--- config.mk ---
export PLATFORM = sky130hd
export DESIGN_NAME = tmc_top
export DESIGN_NICKNAME = d
export VERILOG_FILES = /design/src/logic/tmc_pkg.sv /design/src/logic/tmc_tone_div.sv /design/src/logic/tmc_top.sv
export SDC_FILE = /design/constraint.sdc
export NUM_CORES = 1
export LEC_CHECK = 0
export ABC_CLOCK_PERIOD_IN_PS = 8200
export BUFFER_PORTS_ARGS = -buffer_cell sky130_fd_sc_hd__buf_2
export CORE_ASPECT_RATIO = 1.4
export CORE_UTILIZATION = 43
export DETAILED_ROUTE_END_ITERATION = 6
export PLACE_DENSITY = 0.67
export SETUP_SLACK_MARGIN = 0.5
export SKIP_LAST_GASP = 1
export SLEW_MARGIN = 20
export SYNTH_ARGS = -nofsm -noshare
export SYNTH_HDL_FRONTEND = slang
export SYNTH_HIERARCHICAL = 1
export SYNTH_SLANG_ARGS = --single-unit
--- constraint.sdc ---
create_clock -name hclk -period 8.2 [get_ports hclk]
set_clock_uncertainty 0.2 [all_clocks]
set_input_delay 0.82 -clock hclk [delete_from_list [all_inputs] [get_ports hclk]]
set_output_delay 0.82 -clock hclk [all_outputs]
set_load 0.02 [all_outputs]
--- src/logic/tmc_pkg.sv ---
// Package for the tone and mode control block: register map, field
// positions, reset values and tone divider figures.
// Assumes a single 32-bit AHB-Lite slave port with one aligned word
// for each register.
package tmc_pkg;

  // ----------------------------------------------------------------
  // Register byte offsets
  // ----------------------------------------------------------------
  localparam logic [7:0] OFS_CTRL1  = 8'h04;  // Video de-emphasis pin function
  localparam logic [7:0] OFS_CTRL2  = 8'h08;  // Reference clock selection
  localparam logic [7:0] OFS_CTRL3  = 8'h0c;  // Tone enable
  localparam logic [7:0] OFS_CTRL4  = 8'h10;  // Stand-by selection
  localparam logic [7:0] OFS_CTRL5  = 8'h14;  // I/O pin configuration, high and low bits
  localparam logic [7:0] OFS_CTRL6  = 8'h18;  // I/O pin general purpose direction and driven level
  localparam logic [7:0] OFS_OUTEN  = 8'h1c;  // Output stage enables
  localparam logic [7:0] OFS_STATUS = 8'h20;  // Read-only status

  // ----------------------------------------------------------------
  // Field positions
  // ----------------------------------------------------------------
  localparam int DEEMPH_PIN_FUNCTION_BIT = 7;  // Control 1
  localparam int REF_CLOCK_SELECT_BIT    = 3;  // Control 2, high = 8 MHz
  localparam int TONE_ENABLE_BIT         = 3;  // Control 3
  localparam int STANDBY_SELECT_BIT      = 3;  // Control 4, high = stand-by
  localparam int IO_PIN_CFG_HI_BIT       = 7;  // Control 5
  localparam int IO_PIN_CFG_LO_BIT       = 6;  // Control 5
  localparam int IO_PIN_DIR_BIT          = 0;  // Control 6, high = output
  localparam int IO_PIN_VALUE_BIT        = 1;  // Control 6, driven level
  localparam int STAT_IO_IN_BIT          = 0;
  localparam int STAT_STANDBY_BIT        = 1;
  localparam int STAT_TONE_BIT           = 2;
  localparam int STAT_SUPPLY_OK_BIT      = 3;

  // ----------------------------------------------------------------
  // Reset values and sizes
  // ----------------------------------------------------------------
  localparam logic [7:0] RST_CTRL    = 8'h00;
  localparam int         OUT_STAGES  = 4;
  localparam logic [3:0] RST_OUTEN   = 4'h0;   // All output stages high impedance
  localparam int         SYNC_STAGES = 3;

  // ----------------------------------------------------------------
  // Tone divider: 4 MHz / 180 = 8 MHz / 360 = 22.22 kHz
  // ----------------------------------------------------------------
  localparam int TONE_DIV_4M = 180;
  localparam int TONE_DIV_8M = 360;

  // ----------------------------------------------------------------
  // Bus encodings and pin modes
  // ----------------------------------------------------------------
  localparam logic [1:0] HTRANS_NONSEQ = 2'h2;
  localparam logic       HRESP_OKAY    = 1'h0;

  typedef enum logic [1:0] {
    TMC_IO_GPIO  = 2'h0,
    TMC_IO_TONE  = 2'h1,
    TMC_IO_RESET = 2'h3
  } tmc_io_mode_t;

endpackage : tmc_pkg

--- src/logic/tmc_tone_div.sv ---
// Tone divider: counts reference clock edges and toggles the tone.
// Assumes ref_edge is a one-cycle pulse on hclk per reference rising edge.
`timescale 1ns/10ps
module tmc_tone_div
  import tmc_pkg::*;
#(
  parameter int CNT_W = 9
)(
  input  wire logic hclk,
  input  wire logic hresetn,
  input  wire logic clear,
  input  wire logic ref_edge,
  input  wire logic div_8m,
  output logic      tone
);

  localparam logic [CNT_W-1:0] HALF_4M = CNT_W'(TONE_DIV_4M / 2);
  localparam logic [CNT_W-1:0] HALF_8M = CNT_W'(TONE_DIV_8M / 2);

  logic [CNT_W-1:0] cnt_ff;
  logic [CNT_W-1:0] nxt_cnt;
  logic             tone_ff;
  logic             nxt_tone;
  logic [CNT_W-1:0] half;

  // ----------------------------------------------------------------
  // Divider
  // ----------------------------------------------------------------
  // Half period in reference edges, then toggle for 50 percent duty
  always_comb
  begin
    half     = div_8m ? HALF_8M : HALF_4M;
    nxt_cnt  = cnt_ff;
    nxt_tone = tone_ff;
    if (clear)
    begin
      nxt_cnt  = '0;
      nxt_tone = 1'b0;
    end
    else if (ref_edge)
    begin
      if (cnt_ff >= half - CNT_W'(1))
      begin
        nxt_cnt  = '0;
        nxt_tone = ~tone_ff;
      end
      else
      begin
        nxt_cnt = cnt_ff + CNT_W'(1);
      end
    end
  end

  // Register the divider state
  always_ff @(posedge hclk or negedge hresetn)
  begin
    if (!hresetn)
    begin
      cnt_ff  <= '0;
      tone_ff <= 1'b0;
    end
    else
    begin
      cnt_ff  <= nxt_cnt;
      tone_ff <= nxt_tone;
    end
  end

  assign tone = tone_ff;
endmodule : tmc_tone_div

--- src/logic/tmc_top.sv ---
// Tone and mode control: AHB-Lite control registers, supply fault reset,
// stand-by, reference clock selection, tone generator and I/O pin.
// Assumes supply good levels, the reference clock and the I/O pin input
// arrive asynchronously to hclk and are sampled here.
`timescale 1ns/10ps

// How it works
// - A faulty supply holds the internal reset, clears every register and stops the bus decoder.
// - The I/O pin shows the internal reset, active high, for its first cycle only when config high is set and low is clear; the fault clears control 5.
// - Software enters or leaves stand-by with the stand-by bit and the block follows it.
// - In stand-by the decoder, audio matrix and video clamp and matrix stay powered.
// - The reference select bit tells whether the clock is 4 or 8 MHz and timing scales with it.
// - The 22.22 kHz tone comes from dividing the reference clock.
// - The tone goes to the de-emphasis pin or to the I/O pin by the register settings.
// - The I/O pin acts as a general input or output set by control 5 and control 6.
// - After reset every audio and video output stage is high impedance until enabled.
module tmc_top
  import tmc_pkg::*;
(
  input  wire logic                  hclk,
  input  wire logic                  hresetn,
  input  wire logic                  hsel,
  input  wire logic [31:0]           haddr,
  input  wire logic [1:0]            htrans,
  input  wire logic                  hwrite,
  input  wire logic [2:0]            hsize,
  input  wire logic [31:0]           hwdata,
  input  wire logic                  hready,
  output logic      [31:0]           hrdata,
  output logic                       hreadyout,
  output logic                       hresp,
  input  wire logic                  supply5_ok,
  input  wire logic                  supply12_ok,
  input  wire logic                  crystal_clock_pin,
  input  wire logic                  io_pin_in,
  output logic                       io_pin_out,
  output logic                       io_pin_oe_n,
  output logic                       deemph_tone_pin,
  output logic                       internal_reset,
  output logic                       standby_mode,
  output logic                       ref_clock_8m,
  output logic                       analog_power_en,
  output logic                       matrix_power_en,
  output logic      [OUT_STAGES-1:0] out_stage_en
);

  // ----------------------------------------------------------------
  // Input synchronisers
  // ----------------------------------------------------------------
  localparam int NSYNC = 4;  // supply5, supply12, reference clock, I/O pin

  logic [NSYNC-1:0] async_in;
  logic [NSYNC-1:0] filt_ff;
  logic [NSYNC-1:0] nxt_filt;
  logic             ref_prev_ff;
  logic             fault;
  logic             ref_edge;

  assign async_in = {io_pin_in, crystal_clock_pin, supply12_ok, supply5_ok};

  // Three flops per input; a level counts once stages two and three agree
  for (genvar i = 0; i < NSYNC; i++)
  begin : g_sync
    logic [SYNC_STAGES-1:0] sh_ff;
    always_ff @(posedge hclk or negedge hresetn)
    begin
      if (!hresetn)
      begin
        sh_ff <= '0;
      end
      else
      begin
        sh_ff <= {sh_ff[SYNC_STAGES-2:0], async_in[i]};
      end
    end
    assign nxt_filt[i] = (sh_ff[1] == sh_ff[2]) ? sh_ff[2] : filt_ff[i];
  end

  // Filtered levels and reference edge history
  always_ff @(posedge hclk or negedge hresetn)
  begin
    if (!hresetn)
    begin
      filt_ff     <= '0;
      ref_prev_ff <= 1'b0;
    end
    else
    begin
      filt_ff     <= nxt_filt;
      ref_prev_ff <= filt_ff[2];
    end
  end

  assign fault    = ~(filt_ff[0] & filt_ff[1]);
  assign ref_edge = filt_ff[2] & ~ref_prev_ff;

  // ----------------------------------------------------------------
  // AHB-Lite slave and control registers
  // ----------------------------------------------------------------
  logic [7:0]            ctrl_ff [1:6];
  logic [7:0]            nxt_ctrl [1:6];
  logic [OUT_STAGES-1:0] outen_ff;
  logic [OUT_STAGES-1:0] nxt_outen;
  logic                  wr_pend_ff;
  logic                  nxt_wr_pend;
  logic [7:0]            wr_addr_ff;
  logic [7:0]            nxt_wr_addr;
  logic [31:0]           hrdata_ff;
  logic [31:0]           nxt_hrdata;
  logic                  acc;
  logic                  tone;

  // Address phase accepted; hsize is not checked, every access is a word
  assign acc = hsel & hready & (htrans == HTRANS_NONSEQ) & (haddr[31:8] == 24'h0);

  // Next register values, write commit and read data from updated values
  always_comb
  begin
    for (int r = 1; r <= 6; r++)
    begin
      nxt_ctrl[r] = ctrl_ff[r];
    end
    nxt_outen   = outen_ff;
    nxt_wr_pend = acc & hwrite & ~fault;
    nxt_wr_addr = acc ? haddr[7:0] : wr_addr_ff;
    nxt_hrdata  = 32'h0;
    if (fault)
    begin
      for (int r = 1; r <= 6; r++)
      begin
        nxt_ctrl[r] = RST_CTRL;
      end
      nxt_outen = RST_OUTEN;
    end
    else if (wr_pend_ff)
    begin
      unique case (wr_addr_ff)
        OFS_CTRL1: nxt_ctrl[1] = hwdata[7:0];
        OFS_CTRL2: nxt_ctrl[2] = hwdata[7:0];
        OFS_CTRL3: nxt_ctrl[3] = hwdata[7:0];
        OFS_CTRL4: nxt_ctrl[4] = hwdata[7:0];
        OFS_CTRL5: nxt_ctrl[5] = hwdata[7:0];
        OFS_CTRL6: nxt_ctrl[6] = hwdata[7:0];
        OFS_OUTEN: nxt_outen   = hwdata[OUT_STAGES-1:0];
        default:   nxt_outen   = outen_ff;
      endcase
    end
    if (acc && !hwrite && !fault)
    begin
      unique case (haddr[7:0])
        OFS_CTRL1:  nxt_hrdata = {24'h0, nxt_ctrl[1]};
        OFS_CTRL2:  nxt_hrdata = {24'h0, nxt_ctrl[2]};
        OFS_CTRL3:  nxt_hrdata = {24'h0, nxt_ctrl[3]};
        OFS_CTRL4:  nxt_hrdata = {24'h0, nxt_ctrl[4]};
        OFS_CTRL5:  nxt_hrdata = {24'h0, nxt_ctrl[5]};
        OFS_CTRL6:  nxt_hrdata = {24'h0, nxt_ctrl[6]};
        OFS_OUTEN:  nxt_hrdata = {{(32-OUT_STAGES){1'b0}}, nxt_outen};
        OFS_STATUS:
        begin
          nxt_hrdata[STAT_IO_IN_BIT]     = filt_ff[3];
          nxt_hrdata[STAT_STANDBY_BIT]   = ctrl_ff[4][STANDBY_SELECT_BIT];
          nxt_hrdata[STAT_TONE_BIT]      = tone;
          nxt_hrdata[STAT_SUPPLY_OK_BIT] = ~fault;
        end
        default:    nxt_hrdata = 32'h0;                  // Unmapped reads zero
      endcase
    end
  end

  // Register file and bus state
  always_ff @(posedge hclk or negedge hresetn)
  begin
    if (!hresetn)
    begin
      for (int r = 1; r <= 6; r++)
      begin
        ctrl_ff[r] <= RST_CTRL;
      end
      outen_ff   <= RST_OUTEN;
      wr_pend_ff <= 1'b0;
      wr_addr_ff <= 8'h00;
      hrdata_ff  <= 32'h0;
    end
    else
    begin
      for (int r = 1; r <= 6; r++)
      begin
        ctrl_ff[r] <= nxt_ctrl[r];
      end
      outen_ff   <= nxt_outen;
      wr_pend_ff <= nxt_wr_pend;
      wr_addr_ff <= nxt_wr_addr;
      hrdata_ff  <= nxt_hrdata;
    end
  end

  // Zero wait states, always OKAY
  assign hrdata    = hrdata_ff;
  assign hreadyout = 1'b1;
  assign hresp     = HRESP_OKAY;

  // ----------------------------------------------------------------
  // Tone generator
  // ----------------------------------------------------------------
  logic standby;
  logic div_8m;

  assign standby = ctrl_ff[4][STANDBY_SELECT_BIT];
  assign div_8m  = ctrl_ff[2][REF_CLOCK_SELECT_BIT];

  // Tone is not kept alive in stand-by, so the divider stops there
  tmc_tone_div #(
    .CNT_W (9)
  ) u_tone (
    .hclk     (hclk),
    .hresetn  (hresetn),
    .clear    (fault | standby),
    .ref_edge (ref_edge),
    .div_8m   (div_8m),
    .tone     (tone)
  );

  // ----------------------------------------------------------------
  // Pin and power outputs
  // ----------------------------------------------------------------
  tmc_io_mode_t io_mode;
  logic io_out_ff;
  logic nxt_io_out;
  logic io_oe_n_ff;
  logic nxt_io_oe_n;
  logic deemph_ff;
  logic nxt_deemph;
  logic rst_ff;
  logic standby_ff;
  logic ref8_ff;
  logic apwr_ff;
  logic nxt_apwr;
  logic mpwr_ff;
  logic [OUT_STAGES-1:0] stage_ff;

  // Decode the pin function and compute every pin level
  always_comb
  begin
    if (ctrl_ff[5][IO_PIN_CFG_LO_BIT])
    begin
      io_mode = TMC_IO_TONE;
    end
    else if (ctrl_ff[5][IO_PIN_CFG_HI_BIT])
    begin
      io_mode = TMC_IO_RESET;
    end
    else
    begin
      io_mode = TMC_IO_GPIO;
    end
    nxt_io_out  = 1'b0;
    nxt_io_oe_n = 1'b1;
    unique case (io_mode)
      TMC_IO_TONE:
      begin
        nxt_io_out  = tone;
        nxt_io_oe_n = 1'b0;
      end
      TMC_IO_RESET:
      begin
        nxt_io_out  = fault;
        nxt_io_oe_n = 1'b0;
      end
      TMC_IO_GPIO:
      begin
        nxt_io_out  = ctrl_ff[6][IO_PIN_VALUE_BIT];
        nxt_io_oe_n = ~ctrl_ff[6][IO_PIN_DIR_BIT];
      end
    endcase
    nxt_deemph = ctrl_ff[3][TONE_ENABLE_BIT] & ~ctrl_ff[1][DEEMPH_PIN_FUNCTION_BIT]
                 & tone;
    nxt_apwr   = ~standby & ~fault;
  end

  // Every pin and power output leaves from a flop
  always_ff @(posedge hclk or negedge hresetn)
  begin
    if (!hresetn)
    begin
      io_out_ff  <= 1'b0;
      io_oe_n_ff <= 1'b1;
      deemph_ff  <= 1'b0;
      rst_ff     <= 1'b1;
      standby_ff <= 1'b0;
      ref8_ff    <= 1'b0;
      apwr_ff    <= 1'b0;
      mpwr_ff    <= 1'b0;
      stage_ff   <= RST_OUTEN;
    end
    else
    begin
      io_out_ff  <= nxt_io_out;
      io_oe_n_ff <= nxt_io_oe_n;
      deemph_ff  <= nxt_deemph;
      rst_ff     <= fault;
      standby_ff <= standby;
      ref8_ff    <= div_8m;
      apwr_ff    <= nxt_apwr;
      mpwr_ff    <= ~fault;
      stage_ff   <= outen_ff;
    end
  end

  assign io_pin_out      = io_out_ff;
  assign io_pin_oe_n     = io_oe_n_ff;
  assign deemph_tone_pin = deemph_ff;
  assign internal_reset  = rst_ff;
  assign standby_mode    = standby_ff;
  assign ref_clock_8m    = ref8_ff;
  assign analog_power_en = apwr_ff;
  assign matrix_power_en = mpwr_ff;
  assign out_stage_en    = stage_ff;
endmodule : tmc_top

==> flow_metrics.py <==
metrics = {
    "power": {
        "switching_share_pct": 23.1,
        "seqPwrFrac_pct": 48.7,
        "power_frac_clock_pct": 44.9,
        "p_comb_share_pct": 6.3,
        "p_leak_uw": 0.00269,
        "internal-power_uw": 858,
        "p_switching_uw": 257,
        "peakVddDrop_uv": 142,
        "power_density_nw_per_um2": 187,
    },
    "yosys": {
        "syn_inst": 485,
        "yosys_warnings": 6,
        "ys_ff_latch": 108,
        "synth_cell_types": 73,
        "synth_edf_count": 0,
        "async_flop_share_pct": 100,
        "syn_area_per_cell_um2": 10.8,
        "ys_seq_area_share_pct": 51.5,
        "synth_top_flop_cell": "dfrtp_1",
        "syn_area_um2": 5250,
    },
    "global_route": {
        "gr-total-overflow": 0,
        "globalRouteTotalUtil_pct": 21.3,
        "grt_most_used_layer": "met2",
        "use_met1_pct": 26.6,
        "first_global_vias": 3972,
        "met2_usage_pct": 36.3,
        "grt_max_degree": 75,
        "grt_util_met3_pct": 3.97,
        "antenna_found_initial": 0,
        "grt_pass1_wl_um": 20700,
    },
    "cts": {
        "cts_resized": 0,
        "cts_tree": "done",
        "cts_setup_buffers": 0,
        "htreeDepth": 3,
        "cts_made_buffers": 9,
        "cts_root_buf": "clkbuf_16",
        "clock_latency_ns": 0.35,
        "cts_max_path_buffers": 2,
        "cts.sinks": 108,
        "holdBufCountCts": 0,
        "path_clk_slew_ns": 0.07,
    },
    "sta": {
        "period_needed_ns": 3.30,
        "finalCritPeriodShare_pct": 40.2,
        "slew_violations": 0,
        "setup_violations": 0,
        "worst_pin_slew_ns": 1.22,
        "fmax_mhz": 303,
        "rsz0062_at_grt": "false",
        "tns_ns": 0,
        "slew_headroom_pct": 17.5,
        "whs_ns": 0.150,
        "finalHoldViolCount": 0,
    },
    "die": {
        "die_h_um": 133,
        "die-width_um": 95.4,
        "core_area_um2": 11900,
        "dieArea_um2": 12700,
        "initial_core_util_pct": 44.2,
        "num_rows": 47,
        "ios": 124,
    },
    "setup_path": {
        "rr_startpoint": "wr_addr_ff[5]$_DFFE_PN0N_",
        "critPathRequiredTime_ns": 8.20,
        "arrival_ns": 3.30,
        "crit_path_end_kind": "register",
        "r2r_cells": 5,
        "reg2reg_slack_ns": 4.90,
        "crit_type": "reg -> reg",
        "cp_max_fo": 10,
        "reg2reg_to": "hrdata[3]$_DFF_PN0_",
        "critPathLaunchType": "register",
    },
    "detailed_routing": {
        "via_count": 4011,
        "drt-initial-drc-count": 269,
        "viasPerCell": 5.74,
        "first_pass_iters": 5,
        "wl_um": 12800,
        "ant_nets": 0,
        "wire_per_inst_um": 18.4,
        "drc": 0,
    },
    "layout": {
        "insertedDiodeCount": 0,
        "drive_gt1_share_pct": 21.2,
        "layout_common_cells": "106 x dfrtp_1, 69 x buf_2, 46 x nor2_1, 33 x a21oi_1, 29 x mux2i_1",
        "final_nets": 631,
        "final_common_cell": "dfrtp_1",
        "synthToLayoutAreaGrowth_pct": 13.7,
    },
    "worst_hold_path": {
        "worstHoldStart": "g_sync[3].sh_ff[0]$_DFF_PN0_",
        "hp-class": "reg -> reg",
        "hold_end": "g_sync[3].sh_ff[1]$_DFF_PN0_",
        "worstHoldPathCells": 0,
    },
    "run_status": {
        "outcome": "finished, final reports clean",
    },
    "placement": {
        "hpwl_um": 8950,
        "gp_congestion": 0.889,
        "io_buffers": 70,
    },
    "flow_run": {
        "maxCapViolations": 0,
    },
}
==> cell usage after synthesis (3+ instances only) <==
cell	n	share of area, %
dfrtp_1	106	50
nor2_1	46	3.3
a21oi_1	33	3.1
mux2i_1	29	5.5
buf_4	26	3.7
nand2_1	23	1.6
nand4_1	18	2.1
clkbuf_1	16	1.1
nand3_1	15	1.4
o31ai_1	15	2.1
mux2_2	10	2.1
inv_1	9	0.64
nor4_1	9	1.1
o22a_1	9	1.5
a31oi_1	6	0.71
and3_1	6	0.71
ha_1	6	1.4
nor3_1	6	0.57
and2_1	5	0.60
o21ai_0	5	0.48
maj3_1	4	0.76
nor2b_1	4	0.48
xnor2_1	4	0.67
a2111oi_0	3	0.50
buf_2	3	0.29
nor4b_1	3	0.50
nor4bb_1	3	0.57
o211ai_1	3	0.43
o22ai_1	3	0.36
==> flip-flops by register name, indices dropped and copies added (netlist names), 4 cells and up <==
name and cells:
outen_ff 4, u_tone/cnt_ff 9, out_stage_en 4, g_sync.sh_ff 12, wr_addr_ff 8, hrdata 8
filt_ff 4, ctrl_ff 48
==> cell type report <==
| type | instances | area [um^2] |
|---|---|---|
| fill | 1092 | 5910 |
| sequential | 108 | 2710 |
| multi-input combinational | 342 | 2300 |
| timing repair buffer | 76 | 398 |
| clock buffer | 9 | 225 |
| tap | 147 | 184 |
| clock inverter | 7 | 123 |
| inverter | 10 | 37.5 |
==> worst max-delay path, stage by stage (launching register included) <==
cell and delay [ns]:
dfrtp_1 0.45, or4b_1 0.79, nor3_4 0.62, mux2_2 0.42, a2111oi_0 0.53, a31oi_1 0.15
==> per-layer routing <==
metal / up-vias / share of wire (%)
met5: - / 0
met4: 0 / 2.9
met3: 31 / 5.0
met2: 139 / 52
met1: 1977 / 40
li1: 1864 / -
==> through the flow <==
step / total power, uW / utilization [%] / cells / instance area [um^2] / worst slack [ns]
after detailed placement: 625 / 47.4 / 683 / 5630 / 4.84
after global routing: 1150 / 50.3 / 699 / 5970 / 4.75
after global placement: 623 / 47.4 / 683 / 5630 / 4.87
after CTS: 1120 / 50.3 / 699 / 5970 / 4.90
after floorplan: 598 / - / 509 / 5340 / 5.55
final: 1120 / 50.3 / 699 / 5970 / 4.90
==> kinds of logic after synthesis <==
logic type	Yosys count	share of synthesized area, %
other	2	0.143
buffers and inverters	59	6.43
XOR/XNOR	6	1.00
adder cells (fa/ha/maj)	10	2.19
flip-flops	108	51.5
AO/OA/AOI/OAI	100	13.5
multiplexers	40	7.95
AND/OR/NAND/NOR	160	17.3
==> power groups by stage <==
stage	combinational, uW	clock (uW)	sequential [uW]
after floorplan	42.5	0	555
after global placement	68.9	0	554
after detailed placement	70.8	0	554
after CTS	70.9	509	544
after global routing	77.9	531	545
final	70.7	501	544
==> worst max path at each step <==
stage / from / to / cells after the start / slack, ns
after floorplan: wr_addr_ff[5]$_DFFE_PN0N_ / hrdata[3]$_DFF_PN0_ / 6 / 5.55
after global placement: haddr[1] / hrdata[2]$_DFF_PN0_ / 6 / 4.87
after detailed placement: haddr[1] / hrdata[2]$_DFF_PN0_ / 6 / 4.84
after CTS: wr_addr_ff[5]$_DFFE_PN0N_ / hrdata[3]$_DFF_PN0_ / 5 / 4.90
after global routing: wr_addr_ff[5]$_DFFE_PN0N_ / hrdata[3]$_DFF_PN0_ / 5 / 4.75
final: wr_addr_ff[5]$_DFFE_PN0N_ / hrdata[3]$_DFF_PN0_ / 5 / 4.90
(Power assumes the default switching activity.)
